[src/hdl/sbu_defs.svh]
`ifndef SBU_DEFS_SVH
`define SBU_DEFS_SVH
`define SBU_MSB 7
`define SBU_LSB 0
`define SBU_BITNUM_W 3
`define SBU_ZERO_BYTE 8'h00
`define SBU_OP_W 5
`endif

[src/hdl/sbu_pkg.sv]
package sbu_pkg;
    typedef enum logic [4:0] {
        SBU_OP_NOP = 5'h00,
        SBU_OP_ARITH_SHIFT_LEFT = 5'h01,
        SBU_OP_ARITH_SHIFT_RIGHT = 5'h02,
        SBU_OP_LOGIC_SHIFT_LEFT = 5'h03,
        SBU_OP_LOGIC_SHIFT_RIGHT = 5'h04,
        SBU_OP_ROTATE_LEFT = 5'h05,
        SBU_OP_ROTATE_RIGHT = 5'h06,
        SBU_OP_ROTATE_LEFT_VIA_CARRY = 5'h07,
        SBU_OP_ROTATE_RIGHT_VIA_CARRY = 5'h08,
        SBU_OP_BIT_SET = 5'h09,
        SBU_OP_BIT_CLEAR = 5'h0A,
        SBU_OP_BIT_INVERT = 5'h0B,
        SBU_OP_BIT_TEST = 5'h0C,
        SBU_OP_CARRY_AND_BIT = 5'h0D,
        SBU_OP_CARRY_AND_INV_BIT = 5'h0E,
        SBU_OP_CARRY_OR_BIT = 5'h0F,
        SBU_OP_CARRY_OR_INV_BIT = 5'h10,
        SBU_OP_CARRY_XOR_BIT = 5'h11,
        SBU_OP_CARRY_XOR_INV_BIT = 5'h12,
        SBU_OP_BIT_TO_CARRY = 5'h13,
        SBU_OP_INV_BIT_TO_CARRY = 5'h14,
        SBU_OP_CARRY_TO_BIT = 5'h15,
        SBU_OP_INV_CARRY_TO_BIT = 5'h16
    } sbu_op_t;
    typedef enum logic [1:0] {
        SBU_ST_IDLE = 2'b00,
        SBU_ST_READ = 2'b01,
        SBU_ST_WRITE = 2'b11
    } sbu_state_t;
endpackage : sbu_pkg

[src/hdl/sbu_shift_bit_unit.sv]
`timescale 1ns/1ps
`include "sbu_defs.svh"
module sbu_shift_bit_unit
    import sbu_pkg::*;
(
    sys_clk,
    resetn,
    clkEn,
    opValid,
    opCode,
    useMemory,
    bitFromReg,
    bitImm,
    bitRegValue,
    regValue,
    carryFlag,
    memRdData,
    memRdValid,
    opBusy,
    regWrEn,
    regWrData,
    memRdReq,
    memWrReq,
    memWrData,
    carryWrEn,
    carryWrData,
    zeroWrEn,
    zeroWrData,
    negWrEn,
    negWrData,
    opDone
);
    input wire logic sys_clk;
    input wire logic resetn;
    input wire logic clkEn;
    input wire logic opValid;
    input wire sbu_pkg::sbu_op_t opCode;
    input wire logic useMemory;
    input wire logic bitFromReg;
    input wire logic [2:0] bitImm;
    input wire logic [7:0] bitRegValue;
    input wire logic [7:0] regValue;
    input wire logic carryFlag;
    input wire logic [7:0] memRdData;
    input wire logic memRdValid;
    output logic opBusy;
    output logic regWrEn;
    output logic [7:0] regWrData;
    output logic memRdReq;
    output logic memWrReq;
    output logic [7:0] memWrData;
    output logic carryWrEn;
    output logic carryWrData;
    output logic zeroWrEn;
    output logic zeroWrData;
    output logic negWrEn;
    output logic negWrData;
    output logic opDone;

    import sbu_pkg::*;

    sbu_state_t state_reg;
    sbu_state_t state_next;
    sbu_op_t op_reg;
    logic [2:0] bitNum_reg;
    logic carry_reg;

    logic isShift;
    logic isInvOp;
    logic [2:0] bitNum;
    logic [7:0] shiftByte;
    logic shiftCarry;
    logic [7:0] engIn;
    logic [2:0] engBit;
    sbu_op_t engOp;
    logic engCarry;
    logic [7:0] engByte;
    logic engCarryOut;
    logic engZero;
    logic engWrByte;
    logic engWrCarry;
    logic engWrZero;

    assign isShift = (opCode >= SBU_OP_ARITH_SHIFT_LEFT) &&
                     (opCode <= SBU_OP_ROTATE_RIGHT_VIA_CARRY);
    assign isInvOp = (opCode == SBU_OP_CARRY_AND_INV_BIT) ||
                     (opCode == SBU_OP_CARRY_OR_INV_BIT) ||
                     (opCode == SBU_OP_CARRY_XOR_INV_BIT) ||
                     (opCode == SBU_OP_INV_BIT_TO_CARRY) ||
                     (opCode == SBU_OP_INV_CARRY_TO_BIT);
    // inverted forms have no register bit-number encoding
    assign bitNum = (bitFromReg && !isInvOp) ?
                    bitRegValue[`SBU_BITNUM_W-1:0] : bitImm;

    always_comb begin
        shiftByte = regValue;
        shiftCarry = carryFlag;
        case (opCode)
            SBU_OP_ARITH_SHIFT_LEFT: begin
                shiftByte = {regValue[`SBU_MSB-1:`SBU_LSB], 1'b0};
                shiftCarry = regValue[`SBU_MSB];
            end
            SBU_OP_ARITH_SHIFT_RIGHT: begin
                // sign bit replicated
                shiftByte = {regValue[`SBU_MSB], regValue[`SBU_MSB:`SBU_LSB+1]};
                shiftCarry = regValue[`SBU_LSB];
            end
            SBU_OP_LOGIC_SHIFT_LEFT: begin
                shiftByte = {regValue[`SBU_MSB-1:`SBU_LSB], 1'b0};
                shiftCarry = regValue[`SBU_MSB];
            end
            SBU_OP_LOGIC_SHIFT_RIGHT: begin
                shiftByte = {1'b0, regValue[`SBU_MSB:`SBU_LSB+1]};
                shiftCarry = regValue[`SBU_LSB];
            end
            SBU_OP_ROTATE_LEFT: begin
                shiftByte = {regValue[`SBU_MSB-1:`SBU_LSB], regValue[`SBU_MSB]};
                shiftCarry = regValue[`SBU_MSB];
            end
            SBU_OP_ROTATE_RIGHT: begin
                shiftByte = {regValue[`SBU_LSB], regValue[`SBU_MSB:`SBU_LSB+1]};
                shiftCarry = regValue[`SBU_LSB];
            end
            SBU_OP_ROTATE_LEFT_VIA_CARRY: begin
                shiftByte = {regValue[`SBU_MSB-1:`SBU_LSB], carryFlag};
                shiftCarry = regValue[`SBU_MSB];
            end
            SBU_OP_ROTATE_RIGHT_VIA_CARRY: begin
                shiftByte = {carryFlag, regValue[`SBU_MSB:`SBU_LSB+1]};
                shiftCarry = regValue[`SBU_LSB];
            end
            default: begin
                shiftByte = regValue;
            end
        endcase
    end

    // memory path uses latched op so decoder inputs may move on
    assign engOp = (state_reg == SBU_ST_IDLE) ? opCode : op_reg;
    assign engIn = (state_reg == SBU_ST_IDLE) ? regValue : memRdData;
    assign engBit = (state_reg == SBU_ST_IDLE) ? bitNum : bitNum_reg;
    assign engCarry = (state_reg == SBU_ST_IDLE) ? carryFlag : carry_reg;

    sbu_bit_engine uEngine (
        .op(engOp),
        .operand(engIn),
        .bitNum(engBit),
        .carryIn(engCarry),
        .resultByte(engByte),
        .carryOut(engCarryOut),
        .zeroOut(engZero),
        .writesByte(engWrByte),
        .writesCarry(engWrCarry),
        .writesZero(engWrZero)
    );

    always_comb begin
        state_next = state_reg;
        case (state_reg)
            SBU_ST_IDLE: begin
                if (opValid && useMemory && !isShift && opCode != SBU_OP_NOP) begin
                    state_next = SBU_ST_READ;
                end
            end
            SBU_ST_READ: begin
                if (memRdValid) begin
                    state_next = SBU_ST_WRITE;
                end
            end
            SBU_ST_WRITE: begin
                state_next = SBU_ST_IDLE;
            end
            default: begin
                state_next = SBU_ST_IDLE;
            end
        endcase
    end

    always_ff @(posedge sys_clk) begin
        if (!resetn) begin
            state_reg <= SBU_ST_IDLE;
        end else if (clkEn) begin
            state_reg <= state_next;
        end
    end

    always_ff @(posedge sys_clk) begin
        if (!resetn) begin
            op_reg <= SBU_OP_NOP;
            bitNum_reg <= 3'h0;
            carry_reg <= 1'b0;
        end else if (clkEn && state_reg == SBU_ST_IDLE && state_next == SBU_ST_READ) begin
            op_reg <= opCode;
            bitNum_reg <= bitNum;
            carry_reg <= carryFlag;
        end
    end

    // result outputs registered; one-cycle strobes
    always_ff @(posedge sys_clk) begin
        if (!resetn) begin
            regWrEn <= 1'b0;
            regWrData <= `SBU_ZERO_BYTE;
            memWrReq <= 1'b0;
            memWrData <= `SBU_ZERO_BYTE;
            carryWrEn <= 1'b0;
            carryWrData <= 1'b0;
            zeroWrEn <= 1'b0;
            zeroWrData <= 1'b0;
            negWrEn <= 1'b0;
            negWrData <= 1'b0;
            opDone <= 1'b0;
        end else if (clkEn) begin
            regWrEn <= 1'b0;
            memWrReq <= 1'b0;
            carryWrEn <= 1'b0;
            zeroWrEn <= 1'b0;
            negWrEn <= 1'b0;
            opDone <= 1'b0;
            if (state_reg == SBU_ST_IDLE && opValid && opCode != SBU_OP_NOP) begin
                if (isShift) begin
                    regWrEn <= 1'b1;
                    regWrData <= shiftByte;
                    carryWrEn <= 1'b1;
                    carryWrData <= shiftCarry;
                    zeroWrEn <= 1'b1;
                    zeroWrData <= (shiftByte == `SBU_ZERO_BYTE);
                    negWrEn <= 1'b1;
                    negWrData <= shiftByte[`SBU_MSB];
                    opDone <= 1'b1;
                end else if (!useMemory) begin
                    regWrEn <= engWrByte;
                    regWrData <= engByte;
                    carryWrEn <= engWrCarry;
                    carryWrData <= engCarryOut;
                    zeroWrEn <= engWrZero;
                    zeroWrData <= engZero;
                    opDone <= 1'b1;
                end
            end else if (state_reg == SBU_ST_READ && memRdValid) begin
                // flag-only ops leave the memory byte untouched
                memWrReq <= engWrByte;
                memWrData <= engByte;
                carryWrEn <= engWrCarry;
                carryWrData <= engCarryOut;
                zeroWrEn <= engWrZero;
                zeroWrData <= engZero;
            end else if (state_reg == SBU_ST_WRITE) begin
                opDone <= 1'b1;
            end
        end
    end

    assign memRdReq = (state_reg == SBU_ST_READ);
    assign opBusy = (state_reg != SBU_ST_IDLE);

    AST_SHL_CARRY: assert property (@(posedge sys_clk) disable iff (!resetn)
        clkEn && state_reg == SBU_ST_IDLE && opValid && opCode == SBU_OP_LOGIC_SHIFT_LEFT
        |=> carryWrEn && carryWrData == $past(regValue[7])
            && regWrData == {$past(regValue[6:0]), 1'b0})
        else $error("shift left carry or data wrong");
    AST_ARITH_SHIFT_RIGHT_SIGN: assert property (@(posedge sys_clk) disable iff (!resetn)
        clkEn && state_reg == SBU_ST_IDLE && opValid && opCode == SBU_OP_ARITH_SHIFT_RIGHT
        |=> regWrData[7] == regWrData[6])
        else $error("arithmetic right lost sign");
    AST_ROTATE_RIGHT_WRAP: assert property (@(posedge sys_clk) disable iff (!resetn)
        clkEn && state_reg == SBU_ST_IDLE && opValid && opCode == SBU_OP_ROTATE_RIGHT
        |=> regWrData[7] == $past(regValue[0]))
        else $error("rotate right wrap wrong");
    AST_ROTATE_LEFT_VIA_CARRY_RING: assert property (@(posedge sys_clk) disable iff (!resetn)
        clkEn && state_reg == SBU_ST_IDLE && opValid && opCode == SBU_OP_ROTATE_LEFT_VIA_CARRY
        |=> regWrData[0] == $past(carryFlag))
        else $error("rotate via carry ring wrong");
    AST_ZERO_FLAG: assert property (@(posedge sys_clk) disable iff (!resetn)
        negWrEn |-> zeroWrData == (regWrData == 8'h00) && negWrData == regWrData[7])
        else $error("zero or negative flag mismatch");
    AST_TEST_NO_WRITE: assert property (@(posedge sys_clk) disable iff (!resetn)
        clkEn && state_reg == SBU_ST_IDLE && opValid && !useMemory && opCode == SBU_OP_BIT_TEST
        |=> zeroWrEn && !regWrEn && zeroWrData == ~$past(regValue[bitNum]))
        else $error("bit test wrong");
    AST_INV_IMM: assert property (@(posedge sys_clk) disable iff (!resetn)
        clkEn && state_reg == SBU_ST_IDLE && opValid && !useMemory
        && opCode == SBU_OP_INV_BIT_TO_CARRY
        |=> carryWrEn && carryWrData == ~$past(regValue[bitImm]))
        else $error("inverted op used register bit number");
    AST_MEM_SEQ: assert property (@(posedge sys_clk) disable iff (!resetn)
        memWrReq |-> ##1 (opDone || !clkEn) ##0 $past(state_reg) == SBU_ST_WRITE)
        else $error("memory write not followed by done");
    AST_MEM_NO_REG: assert property (@(posedge sys_clk) disable iff (!resetn)
        opBusy |-> !regWrEn)
        else $error("register written during memory op");
    COV_SHIFT: cover property (@(posedge sys_clk) disable iff (!resetn) negWrEn);
    COV_MEM_RMW: cover property (@(posedge sys_clk) disable iff (!resetn) memWrReq);
    COV_CARRY_OP: cover property (@(posedge sys_clk) disable iff (!resetn) carryWrEn && !negWrEn);
endmodule : sbu_shift_bit_unit

[src/hdl/sbu_bit_engine.sv]
`timescale 1ns/1ps
`include "sbu_defs.svh"
module sbu_bit_engine
    import sbu_pkg::*;
(
    input wire sbu_pkg::sbu_op_t op,
    input wire logic [7:0] operand,
    input wire logic [2:0] bitNum,
    input wire logic carryIn,
    output logic [7:0] resultByte,
    output logic carryOut,
    output logic zeroOut,
    output logic writesByte,
    output logic writesCarry,
    output logic writesZero
);
    import sbu_pkg::*;

    logic [7:0] sel;
    logic b;
    assign sel = 8'h01 << bitNum;
    assign b = operand[bitNum];
    always_comb begin
        resultByte = operand;
        carryOut = carryIn;
        zeroOut = 1'b0;
        writesByte = 1'b0;
        writesCarry = 1'b0;
        writesZero = 1'b0;
        case (op)
            SBU_OP_BIT_SET: begin
                resultByte = operand | sel;
                writesByte = 1'b1;
            end
            SBU_OP_BIT_CLEAR: begin
                resultByte = operand & ~sel;
                writesByte = 1'b1;
            end
            SBU_OP_BIT_INVERT: begin
                resultByte = operand ^ sel;
                writesByte = 1'b1;
            end
            SBU_OP_BIT_TEST: begin
                zeroOut = ~b;
                writesZero = 1'b1;
            end
            SBU_OP_CARRY_AND_BIT: begin
                carryOut = carryIn & b;
                writesCarry = 1'b1;
            end
            SBU_OP_CARRY_AND_INV_BIT: begin
                carryOut = carryIn & ~b;
                writesCarry = 1'b1;
            end
            SBU_OP_CARRY_OR_BIT: begin
                carryOut = carryIn | b;
                writesCarry = 1'b1;
            end
            SBU_OP_CARRY_OR_INV_BIT: begin
                carryOut = carryIn | ~b;
                writesCarry = 1'b1;
            end
            SBU_OP_CARRY_XOR_BIT: begin
                carryOut = carryIn ^ b;
                writesCarry = 1'b1;
            end
            SBU_OP_CARRY_XOR_INV_BIT: begin
                carryOut = carryIn ^ ~b;
                writesCarry = 1'b1;
            end
            SBU_OP_BIT_TO_CARRY: begin
                carryOut = b;
                writesCarry = 1'b1;
            end
            SBU_OP_INV_BIT_TO_CARRY: begin
                carryOut = ~b;
                writesCarry = 1'b1;
            end
            SBU_OP_CARRY_TO_BIT: begin
                resultByte = carryIn ? (operand | sel) : (operand & ~sel);
                writesByte = 1'b1;
            end
            SBU_OP_INV_CARRY_TO_BIT: begin
                resultByte = carryIn ? (operand & ~sel) : (operand | sel);
                writesByte = 1'b1;
            end
            default: begin
                resultByte = operand;
            end
        endcase
    end
endmodule : sbu_bit_engine

[config.mk]
export PLATFORM = sky130hd
export DESIGN_NAME = sbu_shift_bit_unit
export DESIGN_NICKNAME = d
export VERILOG_FILES = /design/src/hdl/sbu_pkg.sv /design/src/hdl/sbu_shift_bit_unit.sv /design/src/hdl/sbu_bit_engine.sv
export VERILOG_INCLUDE_DIRS = /design/src /design/src/hdl
export SDC_FILE = /design/constraint.sdc
export NUM_CORES = 1
export LEC_CHECK = 0
export BUFFER_PORTS_ARGS = -buffer_cell sky130_fd_sc_hd__buf_4
export CORE_AREA = 2 2 117 119
export CTS_CLUSTER_DIAMETER = 120
export DETAILED_ROUTE_END_ITERATION = 10
export DIE_AREA = 0 0 119 121
export GPL_TIMING_DRIVEN = 0
export SYNTH_ARGS = -nofsm -noshare
export SYNTH_HDL_FRONTEND = slang
export SYNTH_SLANG_ARGS = --single-unit
export TNS_END_PERCENT = 5
[constraint.sdc]
create_clock -name sys_clk -period 6.8 [get_ports sys_clk]
set_input_delay 1.02 -clock sys_clk [delete_from_list [all_inputs] [get_ports sys_clk]]
set_output_delay 1.02 -clock sys_clk [all_outputs]
set_load 0.01 [all_outputs]
Word level (Yosys, flattened, before mapping)
Cells that the tools add are included. Widths: inputs -> output; s select.

Register bits: 36. Input port bits: 40. Output and inout port bits: 27. Logic and storage cells: 143.

Order comparisons: 3. Equality and inequality tests: 32. Shift-type cells: 1. Multiplexer cells: 50. Bitwise operators: 12. Reductions and logical operators: 30.

Operators with widths (count): $pmux 8 s7 (1); $eq 5x5->1 const B (11); $eq 5x4->1 const B (9); $mux 8 (5); $pmux 8 s5 (1); $mux 1 (34); $eq 5x3->1 const B (4); $reduce_and 3->1 (4); $eq 5x2->1 const B (2); $logic_and 1x1->1 (10); $and 8x8->8 (1); $logic_not 8->1 (1); $not 8->8 (1); $or 8x8->8 (1); $pmux 1 s8 (1); $reduce_or 4->1 (2); $reduce_or 8->1 (1); $shl 1x3->8 const A (1); $xor 8x8->8 (1); $mux 3 (2); $eq 5x1->1 const B (1); $ge 5x1->1 const B (1); $le 5x4->1 const B (1); $mux 5 (1); other kinds (20) (31).

Depth between registers and ports, before layout
Gate-level depths: netlist (run 1).

Depth in word-level cells: 17. Gate-level depth with buffers: 14. Depth with buffers taken out: 13.

Cells and area by module
A second synthesis (run 1) with hierarchy kept.

Cell total of the unflattened synthesis: 355. Area, all modules: 2926.6 um2.

By module, submodules not included: sbu_shift_bit_unit (times used 1, cells an instance 223, area each 1943.1 um2, seq. area each 720.7 um2); sbu_bit_engine (times used 1, cells an instance 132, area each 983.4 um2, seq. area each 0.0 um2).

Worst setup path before layout (run 1)
OpenSTA, ideal clock, no wires.

Kind: input -> register. From: input port opCode[4]. To: register regWrData[5]. Library setup time: 130 ps. Data arrival time: 3260 ps. Required time: 6670 ps. Setup slack: 3410 ps. Cell stages on the path: 13. Path buffers: 1. Cells stage by stage: buf_6 nand4b_4 o211a_1 a31oi_2 nand3b_1 ha_1 mux2i_1 o22ai_1 nand2_1 o21ai_0 a311oi_1 a21o_1 o21ai_0.

Word-level cells in the longest chain between the ends: 16. Elaborated cells between the ends (all ways): 46. Those cells by class: order compare: 2; eq/ne: 19; shift: 1; mux: 9; bitwise: 4; reduce/logical: 11.

Ends and longest elaborated chain: from (decl) (RTL line sbu_shift_bit_unit.sv:37) `input wire sbu_pkg::sbu_op_t opCode;`; $eq 5x4->1 or $eq 5x5->1 (tied branches) (RTL line sbu_shift_bit_unit.sv:86, sbu_shift_bit_unit.sv:87); $logic_or 1x1->1 (RTL line sbu_shift_bit_unit.sv:86) `assign isInvOp = (opCode == SBU_OP_CARRY_AND_INV_BIT) ||`; $logic_or 1x1->1 (RTL line sbu_shift_bit_unit.sv:87) `(opCode == SBU_OP_CARRY_OR_INV_BIT) ||`; $logic_or 1x1->1 (RTL line sbu_shift_bit_unit.sv:88) `(opCode == SBU_OP_CARRY_XOR_INV_BIT) ||`; $logic_or 1x1->1 (RTL line sbu_shift_bit_unit.sv:89) `(opCode == SBU_OP_INV_BIT_TO_CARRY) ||`; $logic_not 1->1 (RTL line sbu_shift_bit_unit.sv:92) `assign bitNum = (bitFromReg && !isInvOp) ?`; $logic_and 1x1->1 (RTL line sbu_shift_bit_unit.sv:92); $mux 3 (RTL line sbu_shift_bit_unit.sv:92); $mux 3 (RTL line sbu_shift_bit_unit.sv:141) `assign engBit = (state_reg == SBU_ST_IDLE) ? bitNum : bitNum_reg;`; $shl 1x3->8 (RTL line sbu_bit_engine.sv:21) `assign sel = 8'h01 << bitNum;`; $not 8->8 (RTL line sbu_bit_engine.sv:36, sbu_bit_engine.sv:80, sbu_bit_engine.sv:84); $and 8x8->8 (RTL line sbu_bit_engine.sv:36, sbu_bit_engine.sv:80, sbu_bit_engine.sv:84); $mux 8, on equally long branches (RTL line sbu_bit_engine.sv:84, sbu_bit_engine.sv:80); $pmux 8 s5 (RTL line sbu_bit_engine.sv:30) `case (op)`; $mux 8 (RTL line sbu_shift_bit_unit.sv:231) `end else if (!useMemory) begin`; $mux 8 (RTL line sbu_shift_bit_unit.sv:221) `if (isShift) begin`; to (signal assigned) (RTL line sbu_shift_bit_unit.sv:203) `` regWrData <= `SBU_ZERO_BYTE; ``; to (signal assigned) (RTL line sbu_shift_bit_unit.sv:223) `regWrData <= shiftByte;`; to (signal assigned) (RTL line sbu_shift_bit_unit.sv:233) `regWrData <= engByte;`; to (decl) (RTL line sbu_shift_bit_unit.sv:48) `output logic [7:0] regWrData;`.

Several ways; a longest one is shown, not always the timed one. The select of a mux whose other input is x is not followed. A chain may end at the register's enable or synchronous reset.

Final worst setup path (run 1)
From: input port opCode[4]. To: register memWrData[5].

Word-level cells in the longest chain between the ends: 14. Elaborated cells between the ends (all ways): 31. Those cells by class: eq/ne: 10; shift: 1; mux: 6; bitwise: 5; reduce/logical: 9.

Ends and longest elaborated chain: $eq 5x4->1 or $eq 5x5->1 (tied branches) (RTL line sbu_shift_bit_unit.sv:86, sbu_shift_bit_unit.sv:87); $logic_or 1x1->1 (RTL line sbu_shift_bit_unit.sv:86); $logic_or 1x1->1 (RTL line sbu_shift_bit_unit.sv:87); $logic_or 1x1->1 (RTL line sbu_shift_bit_unit.sv:88); $logic_or 1x1->1 (RTL line sbu_shift_bit_unit.sv:89); $logic_not 1->1 (RTL line sbu_shift_bit_unit.sv:92); $logic_and 1x1->1 (RTL line sbu_shift_bit_unit.sv:92); $mux 3 (RTL line sbu_shift_bit_unit.sv:92); $mux 3 (RTL line sbu_shift_bit_unit.sv:141); $shl 1x3->8 (RTL line sbu_bit_engine.sv:21); $not 8->8 (RTL line sbu_bit_engine.sv:36, sbu_bit_engine.sv:80, sbu_bit_engine.sv:84); $and 8x8->8 (RTL line sbu_bit_engine.sv:36, sbu_bit_engine.sv:80, sbu_bit_engine.sv:84); $mux 8, on equally long branches (RTL line sbu_bit_engine.sv:84, sbu_bit_engine.sv:80); $pmux 8 s5 (RTL line sbu_bit_engine.sv:30); to (signal assigned) (RTL line sbu_shift_bit_unit.sv:205) `` memWrData <= `SBU_ZERO_BYTE; ``; to (signal assigned) (RTL line sbu_shift_bit_unit.sv:243) `memWrData <= engByte;`; to (decl) (RTL line sbu_shift_bit_unit.sv:51) `output logic [7:0] memWrData;`.

Several ways; a longest one is shown, not always the timed one.

==> results of run 1 <==
==> area by class of cell <==
type	instances	area, um2	share of cell area (%)
repair buffers	59	442.9	11.00
clock inverters	3	46.29	1.149
clock buffers	5	125.1	3.107
well taps	176	220.2	5.468
flip-flops and latches	36	720.7	17.89
multi-input cells	336	2296	57.01
inverters	15	56.30	1.398
plain buffers	24	120.1	2.982
==> synthesized netlist by cell type, types with 3 or more instances <==
library cell   n  area (um2)
a211oi_1       3       22.52
a21oi_1       23       115.1
a221o_1        3       30.03
a22oi_1        4       30.03
a31oi_1        7       43.79
a32oi_1        4       35.03
and2_1         3       18.77
buf_2          6       30.03
clkbuf_1      13       48.80
dfxtp_1       36       720.7
ha_1          16       200.2
inv_1         14       52.55
mux2_2         6       67.56
mux2i_1       30       300.3
nand2_1       50       187.7
nand2b_1      11       68.82
nand3_1       17       85.08
nand3b_1       5       37.54
nand4_1        8       50.05
nor2_1        38       142.6
nor2b_1        9       56.30
nor3_1         6       30.03
nor4_1         3       18.77
o2111ai_1      8       70.07
o211a_1        6       60.06
o21ai_0       19       95.09
o22ai_1       10       62.56
==> worst max-delay path by stage <==
stage	from	endpoint	slack, ns	depth (start not counted)
after floorplan	opCode[4]	regWrData[5]$_SDFFE_PN0P_	3.41	13
after global placement	opCode[4]	regWrData[5]$_SDFFE_PN0P_	2.62	14
after detailed placement	opCode[4]	regWrData[5]$_SDFFE_PN0P_	2.64	14
after CTS	opCode[4]	regWrData[5]$_SDFFE_PN0P_	2.91	14
after global routing	opCode[4]	memWrData[5]$_SDFFE_PN0P_	2.69	14
final	opCode[4]	memWrData[5]$_SDFFE_PN0P_	2.88	14
==> report_power, final <==
group          internal (uW)  total (uW)  leakage, uW  switching (uW)
Sequential               219         225     0.000292            5.73
Clock                    174         270    0.0000804            95.6
Combinational           90.8         226      0.00132             135
==> through the flow <==
stage / hold slack (ns) / utilization [%] / area [um2] / total power [uW] / cells
after floorplan: 0.4596 / - / 3193 / 377.0 / 411
after global placement: 0.4589 / 29.47 / 3856 / 447.2 / 646
after detailed placement: 0.4632 / 29.47 / 3856 / 452.5 / 646
after CTS: 0.4727 / 30.78 / 4028 / 723.1 / 654
after global routing: 0.4851 / 30.78 / 4028 / 756.2 / 654
final: 0.4638 / 30.78 / 4028 / 720.5 / 654
==> worst reg2reg max path, cell delays in order, from the launching register on <==
cell	delay, ns
dfxtp_1	0.36
nor2_4	0.26
buf_2	0.30
nor2_1	0.09
a31oi_2	0.46
nand3b_1	0.26
ha_1	0.34
mux2i_1	0.15
o22ai_1	0.11
nand2_1	0.10
o21ai_0	0.07
a311oi_1	0.47
nand2_1	0.15
o211a_1	0.15
==> layer usage <==
layer	part of all wire, %	wire, um
met1	43	4657
met2	51	5517
met3	4.5	485
met4	1.4	154
met5	0	0
==> logic make-up (layout without fill, tap and decap cells) <==
| logic type | count (synthesis) | in the layout | share of synthesized area, % |
|---|---|---|---|
| adder cells (fa/ha/maj) | 16 | 16 | 6.270 |
| XOR/XNOR | 2 | 2 | 0.5487 |
| multiplexers | 37 | 37 | 12.23 |
| buffers and inverters | 39 | 106 | 5.525 |
| AO/OA/AOI/OAI | 116 | 116 | 26.61 |
| flip-flops | 36 | 36 | 22.57 |
| AND/OR/NAND/NOR | 165 | 165 | 26.25 |
==> flow_metrics.env, run 1 <==
export IMPL_outcome="complete, no violations"
export IMPL_fmax_mhz=255.4
export IMPL_finalNetCount=533
export IMPL_die_area_um2=14400
export IMPL_worst_r2r_setup_slack_ns=3.42
export IMPL_ys_ff_latch=36
export IMPL_cp_data_arrival_time_ns=4.08
export IMPL_critical_path_top_delay_family="compound AO/OA/AOI/OAI gates"
export IMPL_fin_tns_setup_ns=0
export IMPL_path_clk_slew_ns=0.06
export IMPL_vdd_ir_drop_max_uv=78.36
export IMPL_grt_start_max_net_pins=14
export IMPL_final_cell_mix="buf_4, nand2_1, nor2_1"
export IMPL_synth_edf_count=0
export IMPL_final_count_of_pins_violating_max_slew=0
export IMPL_reg2regPathDepth=13
export IMPL_ios=67
export IMPL_grt_most_used_layer="met2"
export IMPL_cts_buffers_inserted=5
export IMPL_portBuffers=59
export IMPL_setup_violations=0
export IMPL_post_cts_resize_count=0
export IMPL_routed_wirelength_mm=10.82
export IMPL_gp_routability_congestion=0.8738
export IMPL_cpPeakStageDelay_ns=0.49
export IMPL_worst_endpoint_required_ns=6.97
export IMPL_leakage_uw=0.001691
export IMPL_fp_dieH_um=121
export IMPL_min_period_ns=3.916
export IMPL_worst_r2r_endpoint="memWrData[5]$_SDFFE_PN0P_"
export IMPL_drt_vias_per_instance=5.209
export IMPL_unrepaired_setup_endpoints_after_global_routing="no"
export IMPL_dpl_hpwl_mm=8.622
export IMPL_timing_hold_worst_start="regWrData[5]$_SDFFE_PN0P_"
export IMPL_fp_coreArea_um2=13090
export IMPL_timing_critical_path_cells="buf_4 -> buf_6 -> nand4b_4 -> o211a_1 -> a31oi_2 -> nand3b_1 -> ha_1 -> mux2i_1 -> o22ai_1 -> nand2_1 -> o21ai_0 -> a311oi_1 -> nand2_1 -> o211a_1"
export IMPL_hp_class="reg -> reg"
export IMPL_min_period_over_period_pct=57.58
export IMPL_drtAntennaViolNets=0
export IMPL_number_of_global_route_vias_before_repair=3367
export IMPL_syn_area_um2=3193
export IMPL_cts_htree_levels=2
export IMPL_power_density_of_the_placed_cells_nw_per_um2=178.9
export IMPL_worst_skew_pair_late_latency_ns=0.28
export IMPL_detail_route_wl_per_cell_um=16.54
export IMPL_cts_setup_buffers=0
export IMPL_layout_area_overhead_vs_synth_pct=26.14
export IMPL_tritoncts_clock_tree="done"
export IMPL_timing_final_hold_violations=0
export IMPL_crit_fanout=10
export IMPL_synthArstFlopShare_pct=0
export IMPL_ctsRootBufferMaster="clkbuf_16"
export IMPL_whs_path_depth=2
export IMPL_gr_total_overflow=0
export IMPL_grt_util_all_layers_pct=14.81
export IMPL_synth_top_flop_cell="dfxtp_1"
export IMPL_quantity_of_hold_fixing_buffers_added_after_cts=0
export IMPL_final_common_cell="buf_4"
export IMPL_critPathSlowestCell="a31oi_2"
export IMPL_r2r_start="state_reg[0]$_SDFFE_PN0P_"
export IMPL_die_w_um=119
export IMPL_clkSinkCount=36
export IMPL_max_cap_violations=0
export IMPL_final_fill_count=1405
export IMPL_grt_first_pass_wirelength_mm=17.11
export IMPL_detailedRoute_firstPassIterationCount=5
export IMPL_globalRouteMet3Util_pct=1.927
export IMPL_drtIter0Drc=194
export IMPL_cp_end_kind="flip-flop"
export IMPL_synth_cell_types=69
export IMPL_globalRouteMet2Util_pct=28.16
export IMPL_syn_num_nets=467
export IMPL_route_detailed_drc=0
export IMPL_via_count=3407
export IMPL_slew_limit_headroom_pct=46.45
export IMPL_setup_worst_path_class="in -> reg"
export IMPL_fin_ws_ns=2.884
export IMPL_number_of_antenna_violations_at_the_first_check_in_global_routing=0
export IMPL_place_ws_ns=2.642
export IMPL_diodes=0
export IMPL_grtUsageMet1_pct=17.86
export IMPL_final_layout_size_suffix_gt1_share_pct=21.55
export IMPL_timing_worst_slew_pin_value_ns=0.7809
export IMPL_hold_end="regWrData[5]$_SDFFE_PN0P_"
export IMPL_yosysWarningCount=0
export IMPL_rows=42
export IMPL_synth_area_per_cell_um2=7.769
export IMPL_skew_ns=0.008552
export IMPL_synth_seq_area_share_pct=22.57
export IMPL_floorplan_initialDensity_pct=24.40
export IMPL_worst_setup_path_start_kind="input pin"
export IMPL_ctsLongestPathBuffers=2
export IMPL_cp_buffers_inverters=2
export IMPL_syn_inst=411
Note: power is estimated with default switching activity, not from simulation.
==> run 2: changes to the inputs <==
- ABC_AREA: not set -> 1
- CORE_AREA: 2 2 117 119 -> 2 2 112 114
- DIE_AREA: 0 0 119 121 -> 0 0 114 116
- clock period: 6.8 -> 3.6 ns (I/O delays scaled with it)
==> run 2 against run 1 <==
Compared with the run above:
- cell count increased by 6.3%
- critical path depth is 3 higher
- register-to-register slack worse by 2.7 ns
- largest cell class unchanged
- hold slack gained 0.0046 ns
- synthesized cell count rose by 17%
- first-iteration DRC count increased by 40%
- power is 110% higher
- clock-buffer cell count unchanged
- via count grew 1.7%
- sequential share of layout area is 0.97 points higher
==> flow_metrics.env, run 2 <==
export IMPL_min_period_over_period_pct=79.57
export IMPL_worst_endpoint_required_ns=3.75
export IMPL_synthTopCellsByCount="nand2_1, inv_1, a21oi_1"
export IMPL_outcome="complete, no violations"
export IMPL_setup_worst_path_class="in -> reg"
export IMPL_routed_wirelength_mm=10.20
export IMPL_netlist_area_leader_share_pct=24.31
export IMPL_gr_total_overflow=0
export IMPL_via_count=3466
export IMPL_min_period_ns=2.865
export IMPL_grt_util_all_layers_pct=15.56
export IMPL_tritoncts_clock_tree="done"
export IMPL_yosysMostFrequentCell="nand2_1"
export IMPL_syn_inst=479
export IMPL_gp_routability_congestion=0.9005
export IMPL_grt_first_pass_wirelength_mm=16.30
export IMPL_layout_area_overhead_vs_synth_pct=28.91
export IMPL_fp_dieH_um=116
export IMPL_dpl_hpwl_mm=8.120
export IMPL_route_detailed_drc=0
export IMPL_detailedRoute_firstPassIterationCount=5
export IMPL_post_cts_resize_count=0
export IMPL_number_of_global_route_vias_before_repair=3274
export IMPL_drtAntennaViolNets=0
export IMPL_final_count_of_pins_violating_max_slew=0
export IMPL_ios=67
export IMPL_synth_top_flop_cell="dfxtp_1"
export IMPL_final_common_cell="nand2_1"
export IMPL_setup_violations=0
export IMPL_ys_ff_latch=36
export IMPL_skew_ns=0.004485
export IMPL_cts_htree_levels=2
export IMPL_synthArstFlopShare_pct=0
export IMPL_max_cap_violations=0
export IMPL_hp_class="reg -> reg"
export IMPL_area_sequential_um2=720.7
export IMPL_rows=40
export IMPL_ctsLongestPathBuffers=2
export IMPL_detail_route_wl_per_cell_um=14.68
export IMPL_drtIter0Drc=271
export IMPL_portBuffers=61
export IMPL_cp_end_kind="flip-flop"
export IMPL_path_clk_slew_ns=0.06
export IMPL_diodes=0
export IMPL_worst_r2r_setup_slack_ns=0.74
export IMPL_fin_tns_setup_ns=0
export IMPL_ctsRootBufferMaster="clkbuf_16"
export IMPL_crit_fanout=10
export IMPL_reg2regPathDepth=14
export IMPL_synth_largest_area_cell="dfxtp_1"
export IMPL_fin_hold_ws_ns=0.4685
export IMPL_worst_setup_path_start_kind="input pin"
export IMPL_synth_area_per_cell_um2=6.188
export IMPL_timing_worst_slew_pin_value_ns=0.7779
export IMPL_cts_setup_buffers=0
export IMPL_die_area_um2=13220
export IMPL_syn_num_nets=535
export IMPL_final_cell_mix="nand2_1, inv_1, buf_4"
export IMPL_floorplan_initialDensity_pct=24.88
export IMPL_drt_vias_per_instance=4.987
export IMPL_vdd_ir_drop_max_uv=169.6
export IMPL_area_occupied_by_multi_input_gates_um2=1896
export IMPL_critical_path_startpoint="opCode[4]"
export IMPL_r2r_start="state_reg[0]$_SDFFE_PN0P_"
export IMPL_final_layout_size_suffix_gt1_share_pct=18.25
export IMPL_die_w_um=114
export IMPL_cts_buffers_inserted=5
export IMPL_timing_final_hold_violations=0
export IMPL_synth_seq_area_share_pct=24.31
export IMPL_worst_r2r_endpoint="regWrData[7]$_SDFFE_PN0P_"
export IMPL_synth_cell_types=40
export IMPL_synth_top_cells_by_area="dfxtp_1, nand2_1, inv_1"
export IMPL_fmax_mhz=349.1
export IMPL_fp_coreArea_um2=11910
export IMPL_number_of_antenna_violations_at_the_first_check_in_global_routing=0
export IMPL_finalNetCount=603
export IMPL_grt_start_max_net_pins=13
export IMPL_syn_area_um2=2964
export IMPL_clkSinkCount=36
export IMPL_timing_hold_worst_start="regWrData[4]$_SDFFE_PN0P_"
export IMPL_synth_edf_count=0
export IMPL_leakage_uw=0.001855
export IMPL_final_fill_count=1295
export IMPL_slew_limit_headroom_pct=47.95
export IMPL_unrepaired_setup_endpoints_after_global_routing="no"
export IMPL_cp_data_arrival_time_ns=3.02
export IMPL_power_density_of_the_placed_cells_nw_per_um2=391.2
export IMPL_worst_skew_pair_late_latency_ns=0.29
export IMPL_yosysWarningCount=0
export IMPL_quantity_of_hold_fixing_buffers_added_after_cts=0
export IMPL_worst_setup_path_endpoint="regWrData[7]$_SDFFE_PN0P_"
==> run 2: changes by cell type after synthesis, moves of 9 or more <==
cell / before / now
inv_1: 14 / 67
nand2b_1: 11 / 0
nand2_1: 50 / 102
a21oi_1: 23 / 46
nand3_1: 17 / 44
nor2b_1: 9 / 0
mux2i_1: 30 / 0
o21ai_1: 2 / 26
==> run 2: cells by family after synthesis <==
group	count (synthesis)	share of synthesized area, %
AOI/OAI and AO/OA	128	25.54
and+or+nand+nor	213	31.66
DFF	36	24.31
adders and majority gates	16	6.754
buffers and inverters	86	11.73
==> run 2: critical path, cell delays in order <==
cell and delay, ns:
buf_4 0.14, nor2_1 0.14, nand3_2 0.17, nand2_2 0.16
o21ai_1 0.12, nand2_1 0.07, o21ai_1 0.08, buf_4 0.18
nor3_1 0.29, inv_1 0.12, ha_1 0.29, nand3_1 0.08
o311ai_1 0.09, a21oi_1 0.12, nand2_1 0.13, o211ai_1 0.19
a21oi_1 0.08
==> run 2: routing by layer <==
metal  track usage (%)  vias up  part of all wire [%]
met5                 0        -                     0
met4             5.854        0                   2.2
met3             3.400       19                   7.0
met2             25.71      136                    46
met1             19.92     1585                    45
li1                  -     1726                     -
==> run 2: worst min-delay path by stage <==
| stage | endpoint | cells after the start |
|---|---|---|
| 4_1_cts | zeroWrEn$_SDFFE_PN0P_ | 2 |
| 5_1_grt | negWrEn$_SDFFE_PN0P_ | 2 |
| 2_1_floorplan | bitNum_reg[2]$_SDFFE_PN0P_ | 2 |
| 3_3_place_gp | memWrReq$_SDFFE_PN0P_ | 2 |
| 6_report | regWrData[4]$_SDFFE_PN0P_ | 2 |
| 3_5_place_dp | zeroWrEn$_SDFFE_PN0P_ | 2 |
==> run 2: report_power, final <==
group | switching (uW) | internal [uW]
combinational | 279 | 145
clock | 176 | 467
sequential | 11.0 | 417
==> run 2: area by class of cell <==
type | instances | share of cell area, %
Clock inverter | 3 | 2.358
Tap cell | 147 | 4.813
Inverter | 73 | 7.171
Buffer | 13 | 1.932
Timing Repair Buffer | 61 | 11.98
Sequential cell | 36 | 18.86
Clock buffer | 5 | 3.274
Multi-Input combinational cell | 357 | 49.61
==> run 2: per-stage QoR <==
| stage | setup slack (ns) | utilization [%] | area, um2 | cells | total power (uW) |
|---|---|---|---|---|---|
| 6_report | 0.7353 | 32.08 | 3821 | 695 | 1495 |
| 5_1_grt | 0.4305 | 32.08 | 3821 | 695 | 1573 |
| 4_1_cts | 0.7368 | 32.08 | 3821 | 695 | 1497 |
| 3_5_place_dp | 0.4473 | 30.27 | 3606 | 687 | 854.9 |
| 3_3_place_gp | 0.5239 | 30.27 | 3606 | 687 | 845.4 |
| 2_1_floorplan | 1.048 | - | 2964 | 479 | 709.1 |
